==> src/inc/pm1_event_pkg.sv <==
// Package: offsets, field positions, reset values and carrier types of the PM1 event register set
`default_nettype none
package pm1_event_pkg;
    localparam logic [31:0] PROC_BASE_ADDR   = 32'h000F_1500;
    localparam logic [7:0]  OFF_STS_B0       = 8'h00;
    localparam logic [7:0]  OFF_STS_B1       = 8'h01;
    localparam logic [7:0]  OFF_EN_B0        = 8'h02;
    localparam logic [7:0]  OFF_EN_B1        = 8'h03;
    localparam logic [7:0]  OFF_CTL_B0       = 8'h04;
    localparam logic [7:0]  OFF_CTL_B1       = 8'h05;
    localparam logic [7:0]  OFF_PM2_B0       = 8'h06;
    localparam logic [7:0]  OFF_PM2_B1       = 8'h07;
    localparam logic [7:0]  OFF_PROC_EVT     = 8'h10;
    // Status byte 1 fields
    localparam int          STS_PWRBTN_BIT   = 0;
    localparam int          STS_SLPBTN_BIT   = 1;
    localparam int          STS_ALARM_BIT    = 2;
    localparam int          STS_OVR_BIT      = 3;
    localparam int          STS_WAKE_BIT     = 7;
    localparam logic [7:0]  STS_B1_MASK      = 8'h8F;
    // Enable byte 1 fields
    localparam int          EN_PWRBTN_BIT    = 0;
    localparam int          EN_SLPBTN_BIT    = 1;
    localparam int          EN_ALARM_BIT     = 2;
    // Control byte 1 fields, then the processor event SCI bit and the reset byte
    localparam int          CTL_OVR_BIT      = 1;
    localparam int          CTL_TYPE_LSB     = 2;
    localparam int          CTL_SLPREQ_BIT   = 5;
    localparam int          PROC_SCI_BIT     = 0;
    localparam logic [7:0]  RESET_BYTE       = 8'h00;

    typedef struct packed {
        logic       alarmEnable;
        logic       sleepButtonEnable;
        logic       powerButtonEnable;
    } enable_bits_t;

    typedef struct packed {
        logic [2:0] sleepTypeField;
        logic       sleepRequestFlag;
        logic       powerButtonOverrideEnable;
    } control_bits_t;

    // One byte access request on either bus
    typedef struct packed {
        logic       rd;
        logic       wr;
        logic [7:0] addr;
        logic [7:0] wdata;
    } bus_req_t;

    typedef struct packed {
        logic [7:0]    statusByte1;
        enable_bits_t  enables;
        control_bits_t control;
        logic [7:0]    processorEventStatus;
        logic [7:0]    hostRdata;
        logic [7:0]    procRdata;
        logic          sciPinN;
    } pm1_state_t;
endpackage
`default_nettype wire

==> src/acpi_pm1_event_registers.sv <==
// Shared PM1 event/enable/control register set with host and embedded-processor views
//
// Behaviour
// - Alarm enable: host read/write, processor read-only
// - Sleep button enable: host RW, processor RO
// - Power button enable bit 0; bits 7:3 reserved
// - Sleep type field: host RW, processor RO
// - Override enable host RW; bits 7:6,0 reserved
// - Host writes one sets sleep request; reads zero
// - Processor reads sleep request; write one clears
// - Processor SCI bit drives active-low SCI pin
// - Event status processor-only; upper bits plain storage
// - Processor view based at 000F_1500h
// - Host write one clears status; processor writes directly
// - Other registers reachable from both buses
`default_nettype none
module acpi_pm1_event_registers (
    input  wire logic                    sys_clk,
    input  wire logic                    nrst,
    input  wire pm1_event_pkg::bus_req_t hostReq,
    output logic [7:0]                   hostRdata,
    input  wire logic                    procSel,
    input  wire pm1_event_pkg::bus_req_t procReq,
    output logic [7:0]                   procRdata,
    output logic                         sci_request_pin_n,
    output logic [2:0]                   sleepTypeField,
    output logic                         sleepRequestFlag
);
    import pm1_event_pkg::*;

    pm1_state_t curState;
    pm1_state_t nxtState;

    ////////////////////////////////////////////////////////////////////////////
    // Shared read image; host and processor see the same bytes except where noted
    function automatic logic [7:0] readByte(input pm1_state_t s, input logic [7:0] a, input logic isHost);
        logic [7:0] d;
        d = RESET_BYTE;
        if (a == OFF_STS_B1) begin
            d = s.statusByte1 & STS_B1_MASK;
        end else if (a == OFF_EN_B1) begin
            d[EN_ALARM_BIT]  = s.enables.alarmEnable;
            d[EN_SLPBTN_BIT] = s.enables.sleepButtonEnable;
            d[EN_PWRBTN_BIT] = s.enables.powerButtonEnable;
        end else if (a == OFF_CTL_B1) begin
            d[CTL_TYPE_LSB +: 3] = s.control.sleepTypeField;
            d[CTL_OVR_BIT]       = s.control.powerButtonOverrideEnable;
            d[CTL_SLPREQ_BIT]    = isHost ? 1'b0 : s.control.sleepRequestFlag;
        end else if (a == OFF_PROC_EVT && !isHost) begin
            d = s.processorEventStatus;
        end else begin
            d = RESET_BYTE;
        end
        return d;
    endfunction

    wire logic procRd = procSel & procReq.rd;
    wire logic procWr = procSel & procReq.wr;

    ////////////////////////////////////////////////////////////////////////////
    // Next state; processor write applied first so a host set on the same
    // cycle as a processor clear of the sleep request wins and is not lost
    always_comb begin
        nxtState = curState;
        // Processor writes
        if (procWr) begin
            if (procReq.addr == OFF_STS_B1) begin
                nxtState.statusByte1 = procReq.wdata & STS_B1_MASK;
            end else if (procReq.addr == OFF_CTL_B1) begin
                if (procReq.wdata[CTL_SLPREQ_BIT]) begin
                    nxtState.control.sleepRequestFlag = 1'b0;
                end
            end else if (procReq.addr == OFF_PROC_EVT) begin
                nxtState.processorEventStatus = procReq.wdata;
            end
        end
        // Host writes; enables, sleep type and override are read-only to the processor
        if (hostReq.wr) begin
            if (hostReq.addr == OFF_STS_B1) begin
                // Write-one-to-clear; a same-cycle processor set is overridden
                // only for bits the host names, matching the clear semantics
                nxtState.statusByte1 = nxtState.statusByte1 & ~(hostReq.wdata & STS_B1_MASK);
            end else if (hostReq.addr == OFF_EN_B1) begin
                nxtState.enables.alarmEnable       = hostReq.wdata[EN_ALARM_BIT];
                nxtState.enables.sleepButtonEnable = hostReq.wdata[EN_SLPBTN_BIT];
                nxtState.enables.powerButtonEnable = hostReq.wdata[EN_PWRBTN_BIT];
            end else if (hostReq.addr == OFF_CTL_B1) begin
                nxtState.control.sleepTypeField = hostReq.wdata[CTL_TYPE_LSB +: 3];
                nxtState.control.powerButtonOverrideEnable = hostReq.wdata[CTL_OVR_BIT];
                if (hostReq.wdata[CTL_SLPREQ_BIT]) begin
                    nxtState.control.sleepRequestFlag = 1'b1;
                end
            end
        end
        // Read data is registered, valid the cycle after the read strobe
        nxtState.hostRdata = hostReq.rd ? readByte(curState, hostReq.addr, 1'b1) : RESET_BYTE;
        nxtState.procRdata = procRd ? readByte(curState, procReq.addr, 1'b0) : RESET_BYTE;
        // Pin is registered with the stored SCI bit and changes on the same edge; firmware gates it with enables
        nxtState.sciPinN = ~nxtState.processorEventStatus[PROC_SCI_BIT];
    end

    ////////////////////////////////////////////////////////////////////////////
    // State register; standby-power reset clears everything, pin idles high
    always_ff @(posedge sys_clk or negedge nrst) begin
        if (!nrst) begin
            curState         <= '0;
            curState.sciPinN <= 1'b1;
        end else begin
            curState <= nxtState;
        end
    end

    assign hostRdata         = curState.hostRdata;
    assign procRdata         = curState.procRdata;
    assign sci_request_pin_n = curState.sciPinN;
    assign sleepTypeField    = curState.control.sleepTypeField;
    assign sleepRequestFlag  = curState.control.sleepRequestFlag;

    ////////////////////////////////////////////////////////////////////////////
    // Checks
    property p_sci_pin;
        @(posedge sys_clk) disable iff (!nrst)
        ##1 (sci_request_pin_n == ~curState.processorEventStatus[PROC_SCI_BIT]);
    endproperty
    a_sci_pin: assert property (p_sci_pin) else $error("SCI pin disagrees with SCI bit");

    property p_host_slp_zero;
        @(posedge sys_clk) disable iff (!nrst)
        (hostReq.rd && hostReq.addr == OFF_CTL_B1) |=> !hostRdata[CTL_SLPREQ_BIT];
    endproperty
    a_host_slp_zero: assert property (p_host_slp_zero) else $error("Host saw sleep request");

    property p_host_slp_set;
        @(posedge sys_clk) disable iff (!nrst)
        (hostReq.wr && hostReq.addr == OFF_CTL_B1 && hostReq.wdata[CTL_SLPREQ_BIT]) |=> sleepRequestFlag;
    endproperty
    a_host_slp_set: assert property (p_host_slp_set) else $error("Sleep request not set");

    property p_proc_slp_clr;
        @(posedge sys_clk) disable iff (!nrst)
        (procWr && procReq.addr == OFF_CTL_B1 && procReq.wdata[CTL_SLPREQ_BIT] &&
         !(hostReq.wr && hostReq.addr == OFF_CTL_B1 && hostReq.wdata[CTL_SLPREQ_BIT])) |=> !sleepRequestFlag;
    endproperty
    a_proc_slp_clr: assert property (p_proc_slp_clr) else $error("Sleep request not cleared");

    property p_en_proc_ro;
        @(posedge sys_clk) disable iff (!nrst)
        !(hostReq.wr && hostReq.addr == OFF_EN_B1) |=> $stable(curState.enables);
    endproperty
    a_en_proc_ro: assert property (p_en_proc_ro) else $error("Enables changed without host write");

    property p_type_ro;
        @(posedge sys_clk) disable iff (!nrst)
        !(hostReq.wr && hostReq.addr == OFF_CTL_B1) |=>
            $stable(sleepTypeField) && $stable(curState.control.powerButtonOverrideEnable);
    endproperty
    a_type_ro: assert property (p_type_ro) else $error("Control changed without host write");

    property p_host_no_evt;
        @(posedge sys_clk) disable iff (!nrst)
        (hostReq.rd && hostReq.addr == OFF_PROC_EVT) |=> (hostRdata == 8'h00);
    endproperty
    a_host_no_evt: assert property (p_host_no_evt) else $error("Host read event status");

    property p_unmapped;
        @(posedge sys_clk) disable iff (!nrst)
        (procRd && procReq.addr > OFF_PM2_B1 && procReq.addr != OFF_PROC_EVT) |=> (procRdata == 8'h00);
    endproperty
    a_unmapped: assert property (p_unmapped) else $error("Unmapped read nonzero");

    property p_w1c;
        @(posedge sys_clk) disable iff (!nrst)
        (hostReq.wr && hostReq.addr == OFF_STS_B1) |=>
            ((curState.statusByte1 & $past(hostReq.wdata) & STS_B1_MASK) == 8'h00);
    endproperty
    a_w1c: assert property (p_w1c) else $error("Status bit not cleared by host");

    // Reserved enable bits must never leak stored state to the host
    property p_en_rsvd;
        @(posedge sys_clk) disable iff (!nrst)
        (hostReq.rd && hostReq.addr == OFF_EN_B1) |=> (hostRdata[7:3] == 5'h00);
    endproperty
    a_en_rsvd: assert property (p_en_rsvd) else $error("Reserved enable bits nonzero");

    property p_ctl_rsvd;
        @(posedge sys_clk) disable iff (!nrst)
        (procRd && procReq.addr == OFF_CTL_B1) |=> (procRdata[7:6] == 2'h0 && !procRdata[0]);
    endproperty
    a_ctl_rsvd: assert property (p_ctl_rsvd) else $error("Reserved control bits nonzero");

    // Processor sees the true sleep request, unlike the host
    property p_proc_slp_view;
        @(posedge sys_clk) disable iff (!nrst)
        (procRd && procReq.addr == OFF_CTL_B1) |=>
            (procRdata[CTL_SLPREQ_BIT] == $past(curState.control.sleepRequestFlag));
    endproperty
    a_proc_slp_view: assert property (p_proc_slp_view) else $error("Processor sleep request view wrong");

    property p_evt_wr;
        @(posedge sys_clk) disable iff (!nrst)
        (procWr && procReq.addr == OFF_PROC_EVT) |=> (curState.processorEventStatus == $past(procReq.wdata));
    endproperty
    a_evt_wr: assert property (p_evt_wr) else $error("Event status write lost");

    property p_host_en_wr;
        @(posedge sys_clk) disable iff (!nrst)
        (hostReq.wr && hostReq.addr == OFF_EN_B1) |=> (curState.enables == $past(hostReq.wdata[2:0]));
    endproperty
    a_host_en_wr: assert property (p_host_en_wr) else $error("Host enable write lost");

    // Read data stands one cycle only, so idle cycles must read zero
    property p_rd_idle;
        @(posedge sys_clk) disable iff (!nrst)
        !hostReq.rd |=> (hostRdata == 8'h00);
    endproperty
    a_rd_idle: assert property (p_rd_idle) else $error("Host read data without read");

    property p_sts_rsvd;
        @(posedge sys_clk) disable iff (!nrst)
        (hostReq.rd && hostReq.addr == OFF_STS_B0) |=> (hostRdata == 8'h00);
    endproperty
    a_sts_rsvd: assert property (p_sts_rsvd) else $error("Reserved status byte nonzero");

    // Host clear beats a processor write in the same cycle, so exclude that case
    property p_proc_sts_wr;
        @(posedge sys_clk) disable iff (!nrst)
        (procWr && procReq.addr == OFF_STS_B1 && !(hostReq.wr && hostReq.addr == OFF_STS_B1)) |=>
            (curState.statusByte1 == ($past(procReq.wdata) & STS_B1_MASK));
    endproperty
    a_proc_sts_wr: assert property (p_proc_sts_wr) else $error("Processor status write lost");
endmodule
`default_nettype wire

==> config.mk <==
export PLATFORM = sky130hd
export DESIGN_NAME = acpi_pm1_event_registers
export DESIGN_NICKNAME = d
export VERILOG_FILES = /design/src/inc/pm1_event_pkg.sv /design/src/acpi_pm1_event_registers.sv
export SDC_FILE = /design/constraint.sdc
export NUM_CORES = 1
export LEC_CHECK = 0
export BUFFER_PORTS_ARGS = -buffer_cell sky130_fd_sc_hd__buf_2
export CORE_MARGIN = 2
export CORE_UTILIZATION = 54
export CTS_CLUSTER_DIAMETER = 120
export DETAILED_ROUTE_END_ITERATION = 10
export PLACE_DENSITY = 0.86
export SLEW_MARGIN = 40
export SYNTH_ARGS = -nofsm -noshare
export SYNTH_HDL_FRONTEND = slang
export SYNTH_SLANG_ARGS = --single-unit
export TNS_END_PERCENT = 100
==> constraint.sdc <==
create_clock -name sys_clk -period 3.35 [get_ports sys_clk]
set_clock_uncertainty 0.05 [all_clocks]
set_input_delay 0.5025 -clock sys_clk [delete_from_list [all_inputs] [get_ports sys_clk]]
set_output_delay 0.5025 -clock sys_clk [all_outputs]
set_load 0.03 [all_outputs]
==> results.cfg, run 1 <==
[status]
outcome = completed

[setup_path]
cp_cell_sequence = buf_2, nor4_4, and2_4, nor3b_2, mux2_2
cp.arrival_ns = 2.37
cp_top_family = simple AND/OR/NAND/NOR gates
cp-end-kind = register
crit_buf_inv = 1
reg2reg_slack_ns = 2.16
cp-start-kind = primary input
cp_data_required_time_ns = 3.54
cp_max_fo = 9
critical_path.slowest_cell = nor3b_2
cp_slowest_stage_delay_ns = 0.55
worstSetupPathType = in -> reg

[detailed_routing]
drtAntennaViolNets = 0
drtIter0Drc = 40
viasPerCell = 5.41
drt-pass1-iter-count = 4
drc_errors = 0
vias = 1314
wl_per_cell_um = 14.7
totalWireLength_um = 3580

[synth]
syn_area_sq_mm = 0.00181
synth.most_common_cell = dfrtp_1
ys_ff_latch = 36
yosysWarnings = 0
synth_edf_count = 0
ys_seq_area_frac = 0.499
synthTopCellsByCount = dfrtp_1 (35), buf_4 (19), mux2_2 (15), nor2_1 (12), mux2i_1 (10)
yosysUniqueCellTypes = 42
syn-instance-count = 155
netlist.area_leader.share = 0.484
synth_area_leader_cell = dfrtp_1
async_flop_share = 1.00
synth_ff_type = dfrtp_1
avgSynthCellArea_sq_um = 11.7
synthTopCellsByArea = dfrtp_1 (48%), mux2_2 (9.3%), buf_4 (7.9%)

[power_and_ir_drop]
p_leak_nw = 1.03
power_density_mw_per_mm2 = 375
total_power_uw = 766
ir_drop_mv = 0.178

[finish]
drive_gt1_frac = 0.452
area_growth_pct = 13.0
final_core_util = 0.622
nets = 235
antennaDiodeCount = 0
final_area_sq_mm = 0.00204
final_cells = 243

[placement]
hpwl_um = 2780
gp_congestion = 0.886
dpl-instance-area_sq_mm = 0.00198
numPortBuffers = 56
place_inst = 235

[global_routing]
grt_pass1_vias = 1176
grt.total_usage = 0.205
overflow = 0
grt_pass1_wl_um = 5400
antenna_found_initial = 0
grt_max_degree = 37

[hold_path]
hold_path.class = in -> async

[cts]
clock_sinks = 36
cts_resized = 0
cts_hold_buffers = 0
clock_latency_ns = 0.35
clk_path_buf_depth = 2
root_buffer = clkbuf_4
post-cts-setup-buffers = 0
cts_buffers = 5
ctsHtreeMaxLevel = 2
path_clk_slew_ns = 0.10
cts_tree = built

[floorplanning]
num_rows = 21
die_w_um = 61.9
die_h_um = 61.9
core_area_sq_mm = 0.00328
start_util = 0.551
io_pins = 60
dieArea_sq_mm = 0.00383

[timing]
slew-limit-headroom = 0.570
slew_viol_final = 0
setup-tns-final_ns = 0
min_period_ns = 2.18
fmax_mhz = 458
setup_viol = 0
worst_pin_slew_ns = 0.642
final-hold-violation-count = 0
rsz0062_at_grt = no
fin_crit_sh = 0.652

[run]
maxCapViolCount = 0
layout make-up:
type / count / area (sq um)
multi-input combinational: 96 / 739
clock buffer: 8 / 58.8
sequential: 36 / 902
fill: 285 / 1240
tap: 46 / 57.6
timing repair buffer: 56 / 283
inverter: 1 / 3.75
stage by stage:
stage	hold WS [ns]	worst slack, ns
6_report	0.0322	1.17
4_1_cts	0.180	1.17
3_3_place_gp	0.394	0.800
2_1_floorplan	0.157	1.30
3_5_place_dp	0.405	0.783
5_1_grt	0.0617	1.05
final timing paths:
kind,cells after the start,startpoint,to
worst max-delay path,5,procReq[10],curState[21]
worst min-delay path,1,nrst,sleepTypeField[0]
worst max register to register,4,sleepTypeField[1],procRdata[3]
worst min register to register,1,curState[17],sci_request_pin_n
max in group asynchronous,1,nrst,sci_request_pin_n
min in group sys_clk,2,hostReq[7],curState[40]
power by group:
group | switching, mW | internal, mW | total [mW] | leakage, nW
Clock | 0.132 | 0.103 | 0.236 | 0.0326
Combinational | 0.0458 | 0.0324 | 0.0782 | 0.498
Sequential | 0.00840 | 0.444 | 0.452 | 0.497
Total | 0.187 | 0.579 | 0.766 | 1.03
flip-flops by register name (all words and copies together) (netlist names):
| signal | count |
|---|---|
| sleepTypeField | 3 |
| hostRdata | 6 |
| sci_request_pin_n | 1 |
| sleepRequestFlag | 1 |
| procRdata | 8 |
| curState | 17 |
cell usage in the layout, fill, tap and decap left out, types with 2 or more instances in the layout:
cell type	instances
nand3_1	2
nor3b_1	2
clkbuf_4	5
nor2_1	12
nand2_1	9
conb_1	2
mux2_2	15
and3b_2	2
buf_2	55
and3_1	2
nor3_1	3
a21oi_1	8
clkbuf_1	2
nand4_1	3
dfrtp_1	35
a32oi_1	2
mux2i_1	10
a22oi_1	3
cell families (layout without fill, tap and decap cells):
group | count (synthesis) | after routing | synth area share
other | 1 | 2 | 0.00207
multiplexers | 25 | 25 | 0.149
buffers and inverters | 24 | 65 | 0.0947
AO/OA/AOI/OAI | 22 | 22 | 0.0837
AND/OR/NAND/NOR | 47 | 47 | 0.172
flip-flops | 36 | 36 | 0.499
worst register-to-register path: stages (launching register included):
cell,delay [ns]
dfrtp_1,0.42
and3b_2,0.21
a32o_1,0.20
a22oi_1,0.14
nor2_1,0.06
routing by layer:
layer	up-vias	track usage	routed length, um
met3	13	0.0373	225
met2	49	0.332	1810
li1	623	-	-
met5	-	0	0
met1	629	0.248	1420
met4	0	0.143	122
No activity file was read; power rests on OpenSTA's default activity.
==> run 2, diff against run 1 <==
--- a/config.mk
+++ b/config.mk
@@ -5,12 +5,13 @@
 export SDC_FILE = /design/constraint.sdc
 export NUM_CORES = 1
 export LEC_CHECK = 0
+export ABC_AREA = 1
 export BUFFER_PORTS_ARGS = -buffer_cell sky130_fd_sc_hd__buf_2
 export CORE_MARGIN = 2
-export CORE_UTILIZATION = 54
+export CORE_UTILIZATION = 46
 export CTS_CLUSTER_DIAMETER = 120
 export DETAILED_ROUTE_END_ITERATION = 10
-export PLACE_DENSITY = 0.86
+export PLACE_DENSITY = 0.76
 export SLEW_MARGIN = 40
 export SYNTH_ARGS = -nofsm -noshare
 export SYNTH_HDL_FRONTEND = slang
==> constraint.sdc (replaced) <==
create_clock -name sys_clk -period 1.8 [get_ports sys_clk]
set_clock_uncertainty 0.05 [all_clocks]
set_input_delay 0.27 -clock sys_clk [delete_from_list [all_inputs] [get_ports sys_clk]]
set_output_delay 0.27 -clock sys_clk [all_outputs]
set_load 0.03 [all_outputs]
==> run 2 against run 1 <==
  * Non-clock buffer count is 2 higher
  * Sequential power is 88% higher
  * Core utilization is 6.5 points lower
  * First-iteration DRC count is 110% higher
  * Cell count is 44% higher
  * Combinational power is 130% higher
  * Design area is 11% higher
  * Wire length is 15% higher
==> results.cfg, run 2 <==
[synth]
synthTopCellsByCount = nand2_1 (62), dfrtp_1 (35), inv_1 (32), nor2_1 (29), nand3_1 (21)
yosysUniqueCellTypes = 24
synth.most_common_cell = nand2_1
syn_area_sq_mm = 0.00198
yosys.area_share.xor_xnor = 0
netlist.area_leader.share = 0.442
synth_compound_area_frac = 0.0682
async_flop_share = 1.00
synth_edf_count = 0
avgSynthCellArea_sq_um = 7.80
yosysWarnings = 0
synthTopCellsByArea = dfrtp_1 (44%), nand2_1 (12%), buf_4 (7.2%)
synthSimpleGateAreaFrac = 0.333
ys_seq_area_frac = 0.455
synth_top_family_by_area = simple AND/OR/NAND/NOR gates
ys_ff_latch = 36
synthAdderAreaFrac = 0
synth_ff_type = dfrtp_1
synth_area_leader_cell = dfrtp_1
synthMuxAreaShare = 0
syn-instance-count = 254

[power_and_ir_drop]
pwr-share-comb = 0.112
p_leak_nw = 1.32
clkPwrFrac = 0.348
ir_drop_mv = 0.417
netSwitchingPower_uw = 405
p_int_mw = 1.17
seq_power_share = 0.540
power_density_mw_per_mm2 = 692
switching_share = 0.257

[cts]
cts_tree = built
cts_buffers = 5
clock_latency_ns = 0.28
clock_sinks = 36
root_buffer = clkbuf_8
post-cts-setup-buffers = 0
path_clk_slew_ns = 0.07
ctsHtreeMaxLevel = 2
cts_resized = 0
clk_path_buf_depth = 2

[detailed_routing]
drtIter0Drc = 85
totalWireLength_um = 4130
drt-pass1-iter-count = 4
drtAntennaViolNets = 0
vias = 1675
drc_errors = 0
viasPerCell = 4.77
wl_per_cell_um = 11.8

[finish]
nets = 339
final_core_util = 0.557
area_growth_pct = 14.9
n_fill_cell = 401
final_common_cell = nand2_1
largest_register = curState
largest_reg_flops = 17
drive_gt1_frac = 0.279
final_cell_mix = nand2_1 (62), buf_2 (56), dfrtp_1 (35)
antennaDiodeCount = 0

[setup_path]
cp_slowest_stage_delay_ns = 0.52
cp.arrival_ns = 0.99
cp_max_fo = 1
cp_data_required_time_ns = 1.48
cp_cell_sequence = buf_2
worstSetupPathType = reg -> out
crit_buf_inv = 1
cp-end-kind = output pin
critical_path.slowest_cell = dfstp_2
cp_top_family = flip-flops
cp-start-kind = register

[timing]
min_period_ns = 1.31
fin_crit_sh = 0.727
fin_ws_ns = 0.491
setup_viol = 0
fmax_mhz = 764
rsz0062_at_grt = no
holdWs_ns = 0.162
slew_viol_final = 0
final-hold-violation-count = 0
setup-tns-final_ns = 0

[global_routing]
overflow = 0
grt_max_degree = 37
grt_pass1_wl_um = 7220
grt_pass1_vias = 1684
grt.total_usage = 0.185
antenna_found_initial = 0

[placement]
numPortBuffers = 56
pre_cts_slack_ns = 0.356
hpwl_um = 3240
gp_congestion = 0.867

[floorplanning]
dieArea_sq_mm = 0.00485
io_pins = 60
core_area_sq_mm = 0.00409
num_rows = 23
die_w_um = 69.6
start_util = 0.485
die_h_um = 69.6

[hold_path]
hold_path.class = in -> reg

[run]
maxCapViolCount = 0

[status]
outcome = completed
run 2: logic make-up (layout without fill, tap and decap cells):
kind of cell | count (synthesis) | in the layout
DFF | 36 | 36
other | 1 | 2
and+or+nand+nor | 136 | 136
buffers and inverters | 54 | 100
AOI/OAI and AO/OA | 27 | 27
run 2: final timing paths:
path	start	end	slack (ns)	cells after the start
min	procReq[6]	curState[23]	0.16	3
max	sci_request_pin_n	sci_request_pin_n	0.49	1
max in group asynchronous	nrst	sci_request_pin_n	0.86	3
min reg2reg	curState[23]	curState[23]	0.43	2
max reg2reg	sleepTypeField[0]	procRdata[2]	0.91	4
min in group asynchronous	nrst	procRdata[6]	0.51	3
run 2: final cells by class:
type / instances / area (sq um) / area share
Sequential cell: 36 / 902 / 0.396
Timing Repair Buffer: 58 / 298 / 0.131
Inverter: 34 / 128 / 0.0560
Clock inverter: 1 / 8.76 / 0.00385
Clock buffer: 7 / 76.3 / 0.0335
Multi-Input combinational cell: 165 / 802 / 0.352
Tap cell: 50 / 62.6 / 0.0275
run 2: metal layers:
layer | global-route usage | wire [um] | vias to the layer above | part of all wire
met1 | 0.217 | 1770 | 764 | 0.43
met3 | 0.0480 | 219 | 8 | 0.053
li1 | - | - | 861 | -
met2 | 0.327 | 2070 | 42 | 0.50
met5 | 0 | 0 | - | 0
met4 | 0.0684 | 78 | 0 | 0.019
run 2: stage by stage:
| step | cells | power, mW | cell area, sq um |
|---|---|---|---|
| 3_5_place_dp | 342 | 1.04 | 2180 |
| 4_1_cts | 351 | 1.59 | 2280 |
| 5_1_grt | 351 | 1.64 | 2280 |
| 6_report | 351 | 1.57 | 2280 |
| 2_1_floorplan | 255 | 0.955 | 1990 |
| 3_3_place_gp | 342 | 1.04 | 2180 |
run 2: power by group through the flow:
stage               logic (mW)  registers [mW]  clock network (mW)
floorplan               0.0938           0.862                   0
global placement         0.172           0.865                   0
detailed placement       0.176           0.866                   0
CTS                      0.178           0.850               0.566
global route             0.201           0.852               0.591
finish                   0.176           0.851               0.548
run 2: timing repair:
| item | 4_1_cts | 5_1_grt |
|---|---|---|
| hold buffers | 1 | 0 |
| hold endpoints to repair | 35 | 0 |
| endpoints found under the setup margin | 0 | 0 |
==> run 3, diff against run 2 <==
==> constraint.sdc (replaced) <==
create_clock -name sys_clk -period 1.1 [get_ports sys_clk]
set_clock_uncertainty 0.05 [all_clocks]
set_input_delay 0.165 -clock sys_clk [delete_from_list [all_inputs] [get_ports sys_clk]]
set_output_delay 0.165 -clock sys_clk [all_outputs]
set_load 0.03 [all_outputs]
==> run 3 against run 2 <==
  * The run now ends with setup timing left
  * Sequential power up 63%
  * Critical path depth unchanged
  * Non-clock buffer count up 17
  * Largest cell class unchanged
  * Largest power group unchanged
==> results.cfg, run 3 (synthesized netlist as in run 2, its figures left out) <==
[setup_path]
cp.arrival_ns = 0.97
worstSetupStartpoint = sci_request_pin_n
cp_slowest_stage_delay_ns = 0.54
reg2reg_slack_ns = 0.12
worstSetupPathType = reg -> out
cp_top_family = flip-flops
cp_data_required_time_ns = 0.88
critical_path.slowest_cell = dfstp_2
r2r_start = sleepTypeField[2]
crit_buf_inv = 1
r2r_cells = 4
cp_max_fo = 1
cp-end-kind = output pin
timing.rr.end = procRdata[4]
cp-start-kind = register
cp_cell_sequence = buf_6

[detailed_routing]
viasPerCell = 4.89
drtIter0Drc = 148
drc_errors = 0
vias = 1800
wl_per_cell_um = 12.5
drt-pass1-iter-count = 4
totalWireLength_um = 4610
drtAntennaViolNets = 0

[run]
maxCapViolCount = 0

[hold_path]
hold_path_startpoint = procReq[6]
hold_path.class = in -> reg
hold_depth = 3
whs_endpoint = curState[23]

[cts]
clock_sinks = 36
path_clk_slew_ns = 0.08
ctsHtreeMaxLevel = 2
cts_tree = built
root_buffer = clkbuf_8
cts_buffers = 5
clock_latency_ns = 0.30
clk_path_buf_depth = 2

[status]
violations = setup timing
outcome = finished with violations

[global_routing]
grt_max_degree = 14
antenna_found_initial = 0
grt_pass1_wl_um = 7780
grt_pass1_vias = 1753
overflow = 0
grt.total_usage = 0.202

[timing]
holdWs_ns = 0.0502
min_period_ns = 1.18
fin_ws_ns = -0.0816
slew_viol_final = 0
setup_viol = 1
rsz0062_at_grt = yes
fmax_mhz = 846
fin_crit_sh = 1.07
final-hold-violation-count = 0

[finish]
largest_reg_flops = 17
multi_input_area_sq_um = 807
final_core_util = 0.601
final_cell_mix = nand2_1 (62), buf_2 (51), dfrtp_1 (35)
final-seq-area_sq_um = 902
antennaDiodeCount = 0
n_fill_cell = 383
final_common_cell = nand2_1
area_growth_pct = 23.9
largest_register = curState
nets = 356
drive_gt1_frac = 0.327

[floorplanning]
die_w_um = 69.6
dieArea_sq_mm = 0.00485
start_util = 0.485
core_area_sq_mm = 0.00409
die_h_um = 69.6
io_pins = 60
num_rows = 23

[power_and_ir_drop]
clkPwrFrac = 0.368
seq_power_share = 0.509
netSwitchingPower_uw = 728
p_leak_nw = 1.42
switching_share = 0.267
power_density_mw_per_mm2 = 1110
pwr-share-comb = 0.123
ir_drop_mv = 0.654
p_int_mw = 2.00
total_power_mw = 2.73

[placement]
gp_congestion = 0.848
hpwl_um = 3550
numPortBuffers = 56
run 3: changes by cell type in the layout (fill, tap and decap cells not counted):
| cell | before | now |
|---|---|---|
| buf_6 | 0 | 2 |
| clkbuf_1 | 2 | 0 |
| clkinvlp_4 | 0 | 2 |
| clkinv_4 | 1 | 0 |
| buf_2 | 56 | 51 |
| nor3_1 | 1 | 0 |
| buf_12 | 0 | 1 |
| buf_4 | 1 | 20 |
| nor3_2 | 1 | 2 |
| clkbuf_8 | 5 | 6 |
run 3: worst max-delay path by stage:
stage	to	slack (ns)	depth (start not counted)
after floorplan	curState[33]	0.08	6
after global placement	curState[40]	-0.14	7
after detailed placement	curState[36]	-0.21	7
after CTS	sci_request_pin_n	-0.08	1
after global routing	sci_request_pin_n	-0.1	1
final	sci_request_pin_n	-0.08	1
run 3: final cells by class:
type | instances | area share
Clock buffer | 6 | 0.0336
Clock inverter | 2 | 0.00612
Inverter | 34 | 0.0520
Multi-Input combinational cell | 165 | 0.329
Sequential cell | 36 | 0.367
Tap cell | 50 | 0.0255
Timing Repair Buffer | 75 | 0.187
run 3: tightest hold or removal path: stages:
cell     delay (ns)
buf_2          0.08
nand3_1        0.06
nand2_1        0.07
run 3: power groups by stage:
stage / logic (mW) / clock network, mW / registers [mW]
after floorplan: 0.153 / 0 / 1.41
after global placement: 0.301 / 0 / 1.42
after detailed placement: 0.310 / 0 / 1.42
after CTS: 0.331 / 1.02 / 1.39
after global routing: 0.376 / 1.08 / 1.39
final: 0.335 / 1.01 / 1.39
run 3: what timing repair did:
item,in CTS,in global routing
buffers inserted,3,1
gates cloned,0,0
gates resized for setup,6,2
endpoints found under the hold margin,11,0
endpoints found under the setup margin,5,8
hold buffers,1,0
run 3: through the flow:
stage | instance area, sq um | cells | setup TNS, ns | setup slack, ns
after detailed placement | 2290 | 355 | -3.46 | -0.211
after global placement | 2290 | 355 | -3.05 | -0.138
after floorplan | 1990 | 255 | 0 | 0.0815
after global routing | 2450 | 368 | -0.0990 | -0.0990
final | 2450 | 368 | -0.0816 | -0.0816
after CTS | 2440 | 367 | -0.0812 | -0.0812
run 3: routing by layer:
| layer | GRT usage | routed length, um | vias to the layer above |
|---|---|---|---|
| met5 | 0 | 0 | - |
| met4 | 0.0812 | 35 | 0 |
| met3 | 0.0552 | 254 | 4 |
| met2 | 0.339 | 2300 | 56 |
| met1 | 0.247 | 2020 | 840 |
| li1 | - | - | 900 |
